[src/include/pmrv_map.svh]
// Offsets, field positions, fixed values and frame constants of the PHY register view
`ifndef PMRV_MAP_SVH
`define PMRV_MAP_SVH

// ==========================================================================
// Management addressing
`define PMRV_PHY_ADDR_FIRST   5'h01
`define PMRV_PHY_ADDR_SECOND  5'h02

// ==========================================================================
// Register offsets
`define PMRV_REG_CONTROL      5'h00
`define PMRV_REG_STATUS       5'h01
`define PMRV_REG_IDENT_UPPER  5'h02
`define PMRV_REG_IDENT_LOWER  5'h03
`define PMRV_REG_ADVERTISE    5'h04
`define PMRV_REG_PARTNER      5'h05

// ==========================================================================
// Basic control fields
`define PMRV_CTL_MDIX_OFF     3
`define PMRV_CTL_FEF_OFF      2
`define PMRV_CTL_TX_OFF       1
`define PMRV_CTL_IND_OFF      0
`define PMRV_CTL_RESET        1'h0

// ==========================================================================
// Advertisement fields
`define PMRV_ADV_PAUSE        10
`define PMRV_ADV_RSVD         9
`define PMRV_ADV_100F         8
`define PMRV_ADV_100H         7
`define PMRV_ADV_10F          6
`define PMRV_ADV_10H          5
`define PMRV_ADV_ABIL_RESET   1'h1
`define PMRV_ADV_RSVD_RESET   1'h0
`define PMRV_ADV_SELECTOR     5'h01

// ==========================================================================
// Fixed status fields
`define PMRV_STS_FOUR_PAIR    1'h0
`define PMRV_STS_SPEED_ABLE   4'hF
`define PMRV_STS_AN_ABLE      1'h1
`define PMRV_STS_EXTENDED     1'h0

// ==========================================================================
// Management frame
`define PMRV_PREAMBLE_LEN     6'h20
`define PMRV_OP_READ          2'h2
`define PMRV_OP_WRITE         2'h1
`define PMRV_HDR_LAST         5'h0B
`define PMRV_DATA_LAST        5'h0F

`endif

[src/include/pmrv_pkg.sv]
// Types shared by the PHY management register view
package pmrv_pkg;

    // Per-PHY settings driven out to the PHY and switch core
    typedef struct packed {
        logic mdix_off;
        logic fef_off;
        logic tx_off;
        logic indicator_off;
        logic adv_pause;
        logic adv_100_full;
        logic adv_100_half;
        logic adv_10_full;
        logic adv_10_half;
    } pmrv_cfg_type;

    // Per-PHY state reported by the switch core
    typedef struct packed {
        logic        autoneg_done;
        logic        far_end_fault;
        logic        link_up;
        logic [12:0] partner_ability;
    } pmrv_status_type;

    // Serial frame states
    typedef enum logic [2:0] {
        PMRV_PREAMBLE,
        PMRV_START,
        PMRV_FIELDS,
        PMRV_TURN,
        PMRV_RDATA,
        PMRV_WDATA
    } pmrv_state_type;

endpackage : pmrv_pkg

[src/rtl/pmrv_top.sv]
// Management serial slave and register view of the two integrated PHYs
//
// Overview of operation
// - Control bit 3, reset 0, disables automatic crossover while set.
// - Control bit 2, reset 0, suppresses far-end fault detection while set.
// - Control bit 1, reset 0, stops the PHY transmitter while set.
// - Control bit 0, reset 0, switches the port indicator LEDs off while set.
// - Transmit-disable bit shares storage with switch register 29/45 bit 6.
// - Status bits 14 to 11 always read one: all four speed modes.
// - Status bit 15 always reads zero: no four-pair mode.
// - Status bit 0 always reads zero: no extended registers.
// - Status bit 5 reads one once auto-negotiation has finished.
// - Status bit 4 reads one while a far-end fault is seen.
// - Status bit 3 reads one: PHY can auto-negotiate.
// - Status bit 2 reads one while link is up, zero while down.
// - Link-up bit follows switch status register 30/46 bit 5.
// - Offsets 2 and 3 return the fixed upper and lower identifier words.
// - Advertisement bit 10, reset 1, offers pause capability.
// - Advertisement bit 8, reset 1, offers 100 Mb/s full duplex.
// - Advertisement bit 7, reset 1, offers 100 Mb/s half duplex.
// - Advertisement bit 6, reset 1, offers 10 Mb/s full duplex.
// - Advertisement bit 5, reset 1, offers 10 Mb/s half duplex.
// - PHY address 1 selects the first PHY, 2 the second; offset 1 is status.
`timescale 1ns/10ps
`include "pmrv_map.svh"

module pmrv_top #(
    parameter logic [15:0] IDENT_UPPER = 16'h0ABC, // Arbitrary value
    parameter logic [15:0] IDENT_LOWER = 16'h0DEF  // Arbitrary value
) (
    // Clock, enable and reset
    input  wire logic                          CLK,
    input  wire logic                          CE,
    input  wire logic                          SRST,
    // Management serial pins
    input  wire logic                          MDC,
    input  wire logic                          MDIO_IN,
    output logic                               MDIO_OUT,
    output logic                               MDIO_OE,
    // Switch-side alias of transmit disable, index 0 is the first PHY
    input  wire logic [1:0]                    SW_TXDIS_WR,
    input  wire logic [1:0]                    SW_TXDIS_VAL,
    // Switch-core status per PHY
    input  wire pmrv_pkg::pmrv_status_type [1:0] PHY_STATUS,
    // Settings per PHY
    output pmrv_pkg::pmrv_cfg_type [1:0]       PHY_CFG
);

    // ======================================================================
    // Pin synchronisers
    // MDC and MDIO come from the station's clock, so both are retimed.
    // The first stage is read by the second stage only.
    logic mdc_meta;
    logic mdc_sync;
    logic mdc_prev;
    logic mdio_meta;
    logic mdio_sync;

    // Two-stage capture plus one stage for edge detection
    always_ff @(posedge CLK) begin
        if (SRST) begin
            mdc_meta  <= 1'h0;
            mdc_sync  <= 1'h0;
            mdc_prev  <= 1'h0;
            mdio_meta <= 1'h1;
            mdio_sync <= 1'h1;
        end else if (CE) begin
            mdc_meta  <= MDC;
            mdc_sync  <= mdc_meta;
            mdc_prev  <= mdc_sync;
            mdio_meta <= MDIO_IN;
            mdio_sync <= mdio_meta;
        end
    end

    // Station drives data before its rising edge, so sample there
    wire mdc_rise = mdc_sync & ~mdc_prev;

    // ======================================================================
    // Frame state
    pmrv_pkg::pmrv_state_type state;
    pmrv_pkg::pmrv_state_type next_state;
    logic [5:0]  pre_cnt;
    logic [5:0]  next_pre_cnt;
    logic [4:0]  bit_cnt;
    logic [4:0]  next_bit_cnt;
    logic [11:0] hdr;
    logic [11:0] next_hdr;
    logic [15:0] shift;
    logic [15:0] next_shift;
    logic        is_read;
    logic        next_is_read;
    logic        sel;
    logic        next_sel;
    logic [4:0]  reg_addr;
    logic [4:0]  next_reg_addr;
    logic        next_mdio_out;
    logic        next_mdio_oe;

    // ======================================================================
    // Header decode
    // The last header bit is taken straight from the sampled pin so the
    // decision is ready on the edge that completes the header.
    wire [11:0] hdr_now    = {hdr[10:0], mdio_sync};
    wire [1:0]  op_now     = hdr_now[11:10];
    wire [4:0]  phy_now    = hdr_now[9:5];
    wire [4:0]  reg_now    = hdr_now[4:0];
    wire        hit_first  = (phy_now == `PMRV_PHY_ADDR_FIRST);
    wire        hit_second = (phy_now == `PMRV_PHY_ADDR_SECOND);
    wire        phy_hit    = hit_first | hit_second;
    wire        op_read    = (op_now == `PMRV_OP_READ);
    wire        op_write   = (op_now == `PMRV_OP_WRITE);
    wire        pre_full   = (pre_cnt == `PMRV_PREAMBLE_LEN);

    // ======================================================================
    // Register access
    logic [15:0] rd_word [2];
    wire  [15:0] rd_sel   = sel ? rd_word[1] : rd_word[0];
    wire         commit   = mdc_rise & (state == pmrv_pkg::PMRV_WDATA)
                            & (bit_cnt == `PMRV_DATA_LAST);
    wire  [15:0] wr_word  = {shift[14:0], mdio_sync};
    wire  [1:0]  wr_en    = {commit & sel, commit & ~sel};

    // ======================================================================
    // Frame sequencer
    // Advances only on MDC rising edges. A frame with a bad start or op code,
    // or that names another PHY, drops back to preamble hunting, so no stray write lands.
    always_comb begin
        next_state    = state;
        next_pre_cnt  = pre_cnt;
        next_bit_cnt  = bit_cnt;
        next_hdr      = hdr;
        next_shift    = shift;
        next_is_read  = is_read;
        next_sel      = sel;
        next_reg_addr = reg_addr;
        next_mdio_out = MDIO_OUT;
        next_mdio_oe  = MDIO_OE;
        if (mdc_rise) begin
            case (state)
                pmrv_pkg::PMRV_PREAMBLE: begin
                    if (mdio_sync) begin
                        // Saturate so long preambles are fine
                        if (!pre_full) begin
                            next_pre_cnt = pre_cnt + 6'h01;
                        end
                    end else if (pre_full) begin
                        next_state   = pmrv_pkg::PMRV_START;
                        next_pre_cnt = 6'h00;
                    end else begin
                        next_pre_cnt = 6'h00;
                    end
                end
                pmrv_pkg::PMRV_START: begin
                    if (mdio_sync) begin
                        next_state   = pmrv_pkg::PMRV_FIELDS;
                        next_bit_cnt = 5'h00;
                    end else begin
                        next_state = pmrv_pkg::PMRV_PREAMBLE;
                    end
                end
                pmrv_pkg::PMRV_FIELDS: begin
                    next_hdr = hdr_now;
                    if (bit_cnt == `PMRV_HDR_LAST) begin
                        next_bit_cnt  = 5'h00;
                        next_sel      = hit_second;
                        next_reg_addr = reg_now;
                        next_is_read  = op_read;
                        if (phy_hit && (op_read || op_write)) begin
                            next_state = pmrv_pkg::PMRV_TURN;
                        end else begin
                            next_state = pmrv_pkg::PMRV_PREAMBLE;
                        end
                    end else begin
                        next_bit_cnt = bit_cnt + 5'h01;
                    end
                end
                pmrv_pkg::PMRV_TURN: begin
                    if (bit_cnt == 5'h00) begin
                        // Second turnaround bit is a driven zero on reads
                        next_bit_cnt = 5'h01;
                        if (is_read) begin
                            next_mdio_oe  = 1'h1;
                            next_mdio_out = 1'h0;
                        end
                    end else begin
                        next_bit_cnt = 5'h00;
                        if (is_read) begin
                            next_state    = pmrv_pkg::PMRV_RDATA;
                            next_shift    = rd_sel;
                            next_mdio_out = rd_sel[15];
                        end else begin
                            next_state = pmrv_pkg::PMRV_WDATA;
                        end
                    end
                end
                pmrv_pkg::PMRV_RDATA: begin
                    if (bit_cnt == `PMRV_DATA_LAST) begin
                        // Station has taken the last bit; let go of the line
                        next_mdio_oe  = 1'h0;
                        next_mdio_out = 1'h0;
                        next_state    = pmrv_pkg::PMRV_PREAMBLE;
                        next_bit_cnt  = 5'h00;
                    end else begin
                        next_mdio_out = shift[14];
                        next_shift    = {shift[14:0], 1'h0};
                        next_bit_cnt  = bit_cnt + 5'h01;
                    end
                end
                pmrv_pkg::PMRV_WDATA: begin
                    next_shift = wr_word;
                    if (bit_cnt == `PMRV_DATA_LAST) begin
                        next_state   = pmrv_pkg::PMRV_PREAMBLE;
                        next_bit_cnt = 5'h00;
                    end else begin
                        next_bit_cnt = bit_cnt + 5'h01;
                    end
                end
                default: begin
                    next_state   = pmrv_pkg::PMRV_PREAMBLE;
                    next_mdio_oe = 1'h0;
                end
            endcase
        end
    end

    // Frame state registers
    always_ff @(posedge CLK) begin
        if (SRST) begin
            state    <= pmrv_pkg::PMRV_PREAMBLE;
            pre_cnt  <= 6'h00;
            bit_cnt  <= 5'h00;
            hdr      <= 12'h000;
            shift    <= 16'h0000;
            is_read  <= 1'h0;
            sel      <= 1'h0;
            reg_addr <= 5'h00;
            MDIO_OUT <= 1'h0;
            MDIO_OE  <= 1'h0;
        end else if (CE) begin
            state    <= next_state;
            pre_cnt  <= next_pre_cnt;
            bit_cnt  <= next_bit_cnt;
            hdr      <= next_hdr;
            shift    <= next_shift;
            is_read  <= next_is_read;
            sel      <= next_sel;
            reg_addr <= next_reg_addr;
            MDIO_OUT <= next_mdio_out;
            MDIO_OE  <= next_mdio_oe;
        end
    end

    // ======================================================================
    // Register sets of the two PHYs
    // Index 0 answers PHY address 1, index 1 answers PHY address 2.
    pmrv_phy_regs #(
        .IDENT_UPPER (IDENT_UPPER),
        .IDENT_LOWER (IDENT_LOWER)
    ) u_regs_first (
        .clk          (CLK),
        .ce           (CE),
        .srst         (SRST),
        .wr_en        (wr_en[0]),
        .reg_addr     (reg_addr),
        .wr_data      (wr_word),
        .sw_txdis_wr  (SW_TXDIS_WR[0]),
        .sw_txdis_val (SW_TXDIS_VAL[0]),
        .status       (PHY_STATUS[0]),
        .cfg          (PHY_CFG[0]),
        .rd_data      (rd_word[0])
    );

    pmrv_phy_regs #(
        .IDENT_UPPER (IDENT_UPPER),
        .IDENT_LOWER (IDENT_LOWER)
    ) u_regs_second (
        .clk          (CLK),
        .ce           (CE),
        .srst         (SRST),
        .wr_en        (wr_en[1]),
        .reg_addr     (reg_addr),
        .wr_data      (wr_word),
        .sw_txdis_wr  (SW_TXDIS_WR[1]),
        .sw_txdis_val (SW_TXDIS_VAL[1]),
        .status       (PHY_STATUS[1]),
        .cfg          (PHY_CFG[1]),
        .rd_data      (rd_word[1])
    );

endmodule : pmrv_top

[src/rtl/pmrv_phy_regs.sv]
// Register set of one PHY: control, status, identifier, advertisement, partner
`timescale 1ns/10ps
`include "pmrv_map.svh"

module pmrv_phy_regs #(
    parameter logic [15:0] IDENT_UPPER = 16'h0ABC, // Arbitrary value
    parameter logic [15:0] IDENT_LOWER = 16'h0DEF  // Arbitrary value
) (
    // Clock, enable and reset
    input  wire logic                    clk,
    input  wire logic                    ce,
    input  wire logic                    srst,
    // Management write port
    input  wire logic                    wr_en,
    input  wire logic [4:0]              reg_addr,
    input  wire logic [15:0]             wr_data,
    // Switch-side alias of the transmit-disable bit
    input  wire logic                    sw_txdis_wr,
    input  wire logic                    sw_txdis_val,
    // Status in, settings and read data out
    input  wire pmrv_pkg::pmrv_status_type status,
    output pmrv_pkg::pmrv_cfg_type       cfg,
    output logic [15:0]                  rd_data
);

    logic adv_rsvd;

    // ======================================================================
    // Write decode
    wire wr_ctl = wr_en & (reg_addr == `PMRV_REG_CONTROL);
    wire wr_adv = wr_en & (reg_addr == `PMRV_REG_ADVERTISE);

    // Settings storage; other registers have no storage so writes vanish
    always_ff @(posedge clk) begin
        if (srst) begin
            cfg.mdix_off      <= `PMRV_CTL_RESET;
            cfg.fef_off       <= `PMRV_CTL_RESET;
            cfg.tx_off        <= `PMRV_CTL_RESET;
            cfg.indicator_off <= `PMRV_CTL_RESET;
            cfg.adv_pause     <= `PMRV_ADV_ABIL_RESET;
            cfg.adv_100_full  <= `PMRV_ADV_ABIL_RESET;
            cfg.adv_100_half  <= `PMRV_ADV_ABIL_RESET;
            cfg.adv_10_full   <= `PMRV_ADV_ABIL_RESET;
            cfg.adv_10_half   <= `PMRV_ADV_ABIL_RESET;
            adv_rsvd          <= `PMRV_ADV_RSVD_RESET;
        end else if (ce) begin
            if (wr_ctl) begin
                cfg.mdix_off      <= wr_data[`PMRV_CTL_MDIX_OFF];
                cfg.fef_off       <= wr_data[`PMRV_CTL_FEF_OFF];
                cfg.indicator_off <= wr_data[`PMRV_CTL_IND_OFF];
            end
            // Management write wins over a same-cycle switch write
            if (wr_ctl) begin
                cfg.tx_off <= wr_data[`PMRV_CTL_TX_OFF];
            end else if (sw_txdis_wr) begin
                cfg.tx_off <= sw_txdis_val;
            end
            if (wr_adv) begin
                cfg.adv_pause    <= wr_data[`PMRV_ADV_PAUSE];
                cfg.adv_100_full <= wr_data[`PMRV_ADV_100F];
                cfg.adv_100_half <= wr_data[`PMRV_ADV_100H];
                cfg.adv_10_full  <= wr_data[`PMRV_ADV_10F];
                cfg.adv_10_half  <= wr_data[`PMRV_ADV_10H];
                adv_rsvd         <= wr_data[`PMRV_ADV_RSVD];
            end
        end
    end

    // ======================================================================
    // Read words; fixed fields are constants so writes cannot move them
    wire        fef_seen = status.far_end_fault & ~cfg.fef_off;
    wire [15:0] ctl_word = {12'h000, cfg.mdix_off, cfg.fef_off, cfg.tx_off,
                            cfg.indicator_off};
    wire [15:0] sts_word = {`PMRV_STS_FOUR_PAIR, `PMRV_STS_SPEED_ABLE,
                            5'h00, status.autoneg_done, fef_seen,
                            `PMRV_STS_AN_ABLE, status.link_up,
                            1'h0, `PMRV_STS_EXTENDED};
    wire [15:0] adv_word = {5'h00, cfg.adv_pause, adv_rsvd, cfg.adv_100_full,
                            cfg.adv_100_half, cfg.adv_10_full, cfg.adv_10_half,
                            `PMRV_ADV_SELECTOR};
    wire [15:0] lpa_word = {3'h0, status.partner_ability};

    // Register select; unsupported offsets read as zero
    assign rd_data = (reg_addr == `PMRV_REG_CONTROL)     ? ctl_word    :
                     (reg_addr == `PMRV_REG_STATUS)      ? sts_word    :
                     (reg_addr == `PMRV_REG_IDENT_UPPER) ? IDENT_UPPER :
                     (reg_addr == `PMRV_REG_IDENT_LOWER) ? IDENT_LOWER :
                     (reg_addr == `PMRV_REG_ADVERTISE)   ? adv_word    :
                     (reg_addr == `PMRV_REG_PARTNER)     ? lpa_word    :
                     16'h0000;

endmodule : pmrv_phy_regs

[config.mk]
export PLATFORM = sky130hd
export DESIGN_NAME = pmrv_top
export DESIGN_NICKNAME = d
export VERILOG_FILES = /design/src/include/pmrv_pkg.sv /design/src/rtl/pmrv_top.sv /design/src/rtl/pmrv_phy_regs.sv
export VERILOG_INCLUDE_DIRS = /design/src /design/src/include
export SDC_FILE = /design/constraint.sdc
export NUM_CORES = 1
export LEC_CHECK = 0
export BUFFER_PORTS_ARGS = -buffer_cell sky130_fd_sc_hd__buf_2
export CAP_MARGIN = 25
export CORE_ASPECT_RATIO = 0.75
export CORE_UTILIZATION = 52
export CTS_CLUSTER_SIZE = 28
export DETAILED_ROUTE_END_ITERATION = 12
export PLACE_DENSITY = 0.77
export SLEW_MARGIN = 25
export SYNTH_ARGS = -nofsm -noshare
export SYNTH_HDL_FRONTEND = slang
export SYNTH_SLANG_ARGS = --single-unit
export TNS_END_PERCENT = 20
[constraint.sdc]
create_clock -name CLK -period 2 [get_ports CLK]
set_clock_uncertainty 0.05 [all_clocks]
set_input_delay 0.4 -clock CLK [delete_from_list [all_inputs] [get_ports CLK]]
set_output_delay 0.4 -clock CLK [all_outputs]
set_load 0.05 [all_outputs]
==> flow_metrics.tcl <==
set metrics [dict create \
    slew_headroom 0.6129 \
    synthCells 459 \
    wl_per_cell_um 16.38 \
    drt_iter0_drc 279 \
    cts_buffer_depth 2 \
    design.core.area_sq_um 7398 \
    dieArea_sq_um 8054 \
    status "finished, violations left" \
    whs_ps 222.5 \
    synth_nets 507 \
    grt_first_pass_wirelength_mm 17.02 \
    synth-seq-cells 74 \
    combPwrFrac 0.052 \
    tightest_slew_ps 566.0 \
    drv_cap 0 \
    ys_dominant_reg_cell "dfxtp_1" \
    gp_congestion 0.8986 \
    clkTransAtPathRegs_ps 90 \
    drc 0 \
    setup-violations-final 14 \
    crit_required_ps 2170 \
    powerDensity_nw_per_um2 563.6 \
    rows 27 \
    worstPathMaxFanout 4 \
    cp-start-kind "register" \
    cp_cell_sequence "ha_4, nand3_2, inv_2, ha_4, and4b_2, nand3_4, or3_4, a221oi_2, a311oi_1" \
    yosysUniqueCellTypes 66 \
    timing.final.crit_share 1.028 \
    diodes 0 \
    grt_max_degree 55 \
    synth_area_sq_um 4001 \
    worst-path-buf-inv 1 \
    yosys.area.top_type "dfxtp_1" \
    nNetsFinal 597 \
    sequentialPowerShare 0.524 \
    fp.dieW_um 103.3 \
    die_h_um 77.97 \
    ys.warnings.count 0 \
    pwr-share-clk 0.425 \
    crit_type "reg -> reg" \
    p_sw_mw 0.6834 \
    final_util 0.6807 \
    grt-ovfl-total 0 \
    area_growth_pct 25.86 \
    critPathArrivalTime_ps 2230 \
    violations "negative setup slack" \
    cpMostUsedCell "ha_4" \
    slowest_delay_ps 390 \
    finalInstanceArea_sq_um 5036 \
    initial_core_util 0.5408 \
    fin_crit_ps 2056 \
    slew_violations 0 \
    cts_buffers 9 \
    ys_async_sr_fraction 0 \
    setup_tns_ps -360.0 \
    fmax_mhz 486.3 \
    ir_drop_v 0.0004106 \
    internal-power_mw 2.155 \
    yosysTopAreaCellShare 0.3702 \
    ant_nets 0 \
    via_per_inst 5.818 \
    grt_usage 0.2757 \
    clock_latency_ps 360 \
    p_sw_frac 0.2408 \
    rsz0062_at_grt "true" \
    crit_slowest_cell "or3_4" \
    syn_area_per_cell_sq_um 8.718 \
    wirelength_mm 10.73 \
    pin_count 61 \
    grt_antenna_before_repair 0 \
    port-buffer-count 60 \
    via_count 3811 \
    setup_slack_ps -56.43 \
    cts_sinks 74 \
    cts_tree "yes" \
    cts_root_buf "clkbuf_8" \
    synth_edf_count 0 \
    cpLargestDelayFamily "simple AND/OR/NAND/NOR gates" \
    p_leak_nw 2.045 \
    ys_seq_area_frac 0.3702 \
    detailed_place_hpwl_mm 7.690 \
    htree_num_levels 3 \
    cp-end-kind "register" \
    hp-class "in -> reg" \
    synthTopCellsByArea "dfxtp_1 (37%), mux2i_1 (9.5%), nand2_1 (4.8%)" \
    dpl_cell_area_sq_um 4661 \
    drt_pass1_iterations 5 \
    grt_pass1_vias 3461 \
    hold_viol 0 \
    drive_gt1_frac 0.3177 \
]
## logic make-up after synthesis
logic type,Yosys count,share of synthesized area
compound gates,96,0.1620
xor+xnor,6,0.01313
fa+ha+maj,7,0.02189
buf+inv,50,0.06253
flops,74,0.3702
mux,50,0.1429
simple gates,176,0.2273
## cell usage after synthesis, types with 2 or more instances
cell type,instances
a2111oi_0,3
a211o_1,2
a211oi_1,10
a21o_1,2
a21oi_1,32
a221oi_1,4
a311oi_1,6
a31oi_1,2
and2b_1,2
and3_1,2
and3b_1,2
buf_2,8
buf_4,6
buf_6,4
clkbuf_1,15
dfxtp_1,74
ha_1,7
inv_1,15
mux2_2,7
mux2i_1,38
mux4_2,5
nand2_1,51
nand2b_1,4
nand3_1,20
nand3b_1,2
nand4_1,7
nor2_1,51
nor2b_1,2
nor3_1,9
nor3b_1,2
nor4b_1,2
o211ai_1,4
o21a_1,3
o21ai_0,13
o22ai_1,2
o31ai_1,2
or3_1,5
or4_1,2
xnor2_1,2
xor2_1,4
## through the flow
stage / std cells / worst slack, ps / power [mW]
2_1_floorplan: 459 / -25.12 / 1.594
3_3_place_gp: 636 / -104.5 / 1.659
3_5_place_dp: 636 / -160.8 / 1.664
4_1_cts: 653 / -76.85 / 2.843
5_1_grt: 655 / -184.7 / 2.926
6_report: 655 / -56.43 / 2.838
## routing by layer
layer | wire length, um | track usage | vias up
met3 | 772 | 0.05405 | 15
li1 | - | - | 1839
met4 | 127 | 0.07465 | 0
met2 | 4780 | 0.4080 | 156
met1 | 5049 | 0.4039 | 1801
met5 | 0 | 0 | -
## cell usage in the layout (no fill, tap or decap), drive strengths merged, types with 3 or more instances in the layout
| cell | Yosys | final |
|---|---|---|
| nand4 | 7 | 7 |
| o21a | 3 | 3 |
| a211oi | 10 | 10 |
| a21oi | 32 | 32 |
| xor2 | 4 | 4 |
| clkbuf | 15 | 10 |
| nor3 | 11 | 11 |
| o21ai | 13 | 13 |
| a311oi | 6 | 6 |
| or3 | 5 | 5 |
| mux4 | 5 | 5 |
| mux2i | 38 | 38 |
| ha | 7 | 7 |
| nand2b | 4 | 4 |
| mux2 | 7 | 7 |
| nand2 | 51 | 51 |
| dfxtp | 74 | 74 |
| nor2 | 51 | 51 |
| o211ai | 5 | 5 |
| buf | 19 | 113 |
| inv | 16 | 17 |
| nor4b | 3 | 3 |
| a2111oi | 3 | 3 |
| nor3b | 3 | 3 |
| a221oi | 5 | 5 |
| nand3 | 22 | 22 |
## repair_timing
| item | CTS | global route |
|---|---|---|
| hold buffers | 0 | 0 |
| buffers inserted | 1 | 2 |
| hold endpoints to repair | 0 | 0 |
| pin swaps | 2 | 14 |
| resized for setup | 13 | 18 |
| setup endpoints to repair | 30 | 42 |
## final cells by class
cell class	count	area [sq um]
clock buffers	10	137.6
clock inverters	6	63.81
fillers	584	2362
inverters	16	60.06
multi-input cells	335	2422
flip-flops and latches	74	1485
well taps	101	126.4
repair buffers	113	740.7
## state kept, by name, indices dropped and copies added (netlist names), 3 cells and up
| signal | count |
|---|---|
| shift | 15 |
| pre_cnt | 6 |
| u_regs_second.cfg | 9 |
| bit_cnt | 5 |
| u_regs_first.cfg | 9 |
| reg_addr | 5 |
| hdr | 11 |
| state | 3 |
## power groups by stage
stage | clock, mW | sequential (mW) | combinational [mW]
2_1_floorplan | 0 | 1.53 | 0.0661
3_3_place_gp | 0 | 1.52 | 0.139
3_5_place_dp | 0 | 1.52 | 0.143
4_1_cts | 1.21 | 1.49 | 0.145
5_1_grt | 1.28 | 1.49 | 0.158
6_report | 1.20 | 1.49 | 0.147
## tightest hold or removal path, stage by stage
cell     delay (ps)
buf_2            80
mux2i_1          60
nand2_1          60
## worst paths after layout
path	start	slack, ps	endpoint	cells after the start
max	bit_cnt[0]	-60	u_regs_second.cfg[6]	9
max reg2reg	bit_cnt[0]	-60	u_regs_second.cfg[6]	9
min reg2reg	hdr[10]	410	hdr[10]	2
min	MDIO_IN	220	mdio_meta	3
Note: power is estimated with default switching activity, not from simulation.
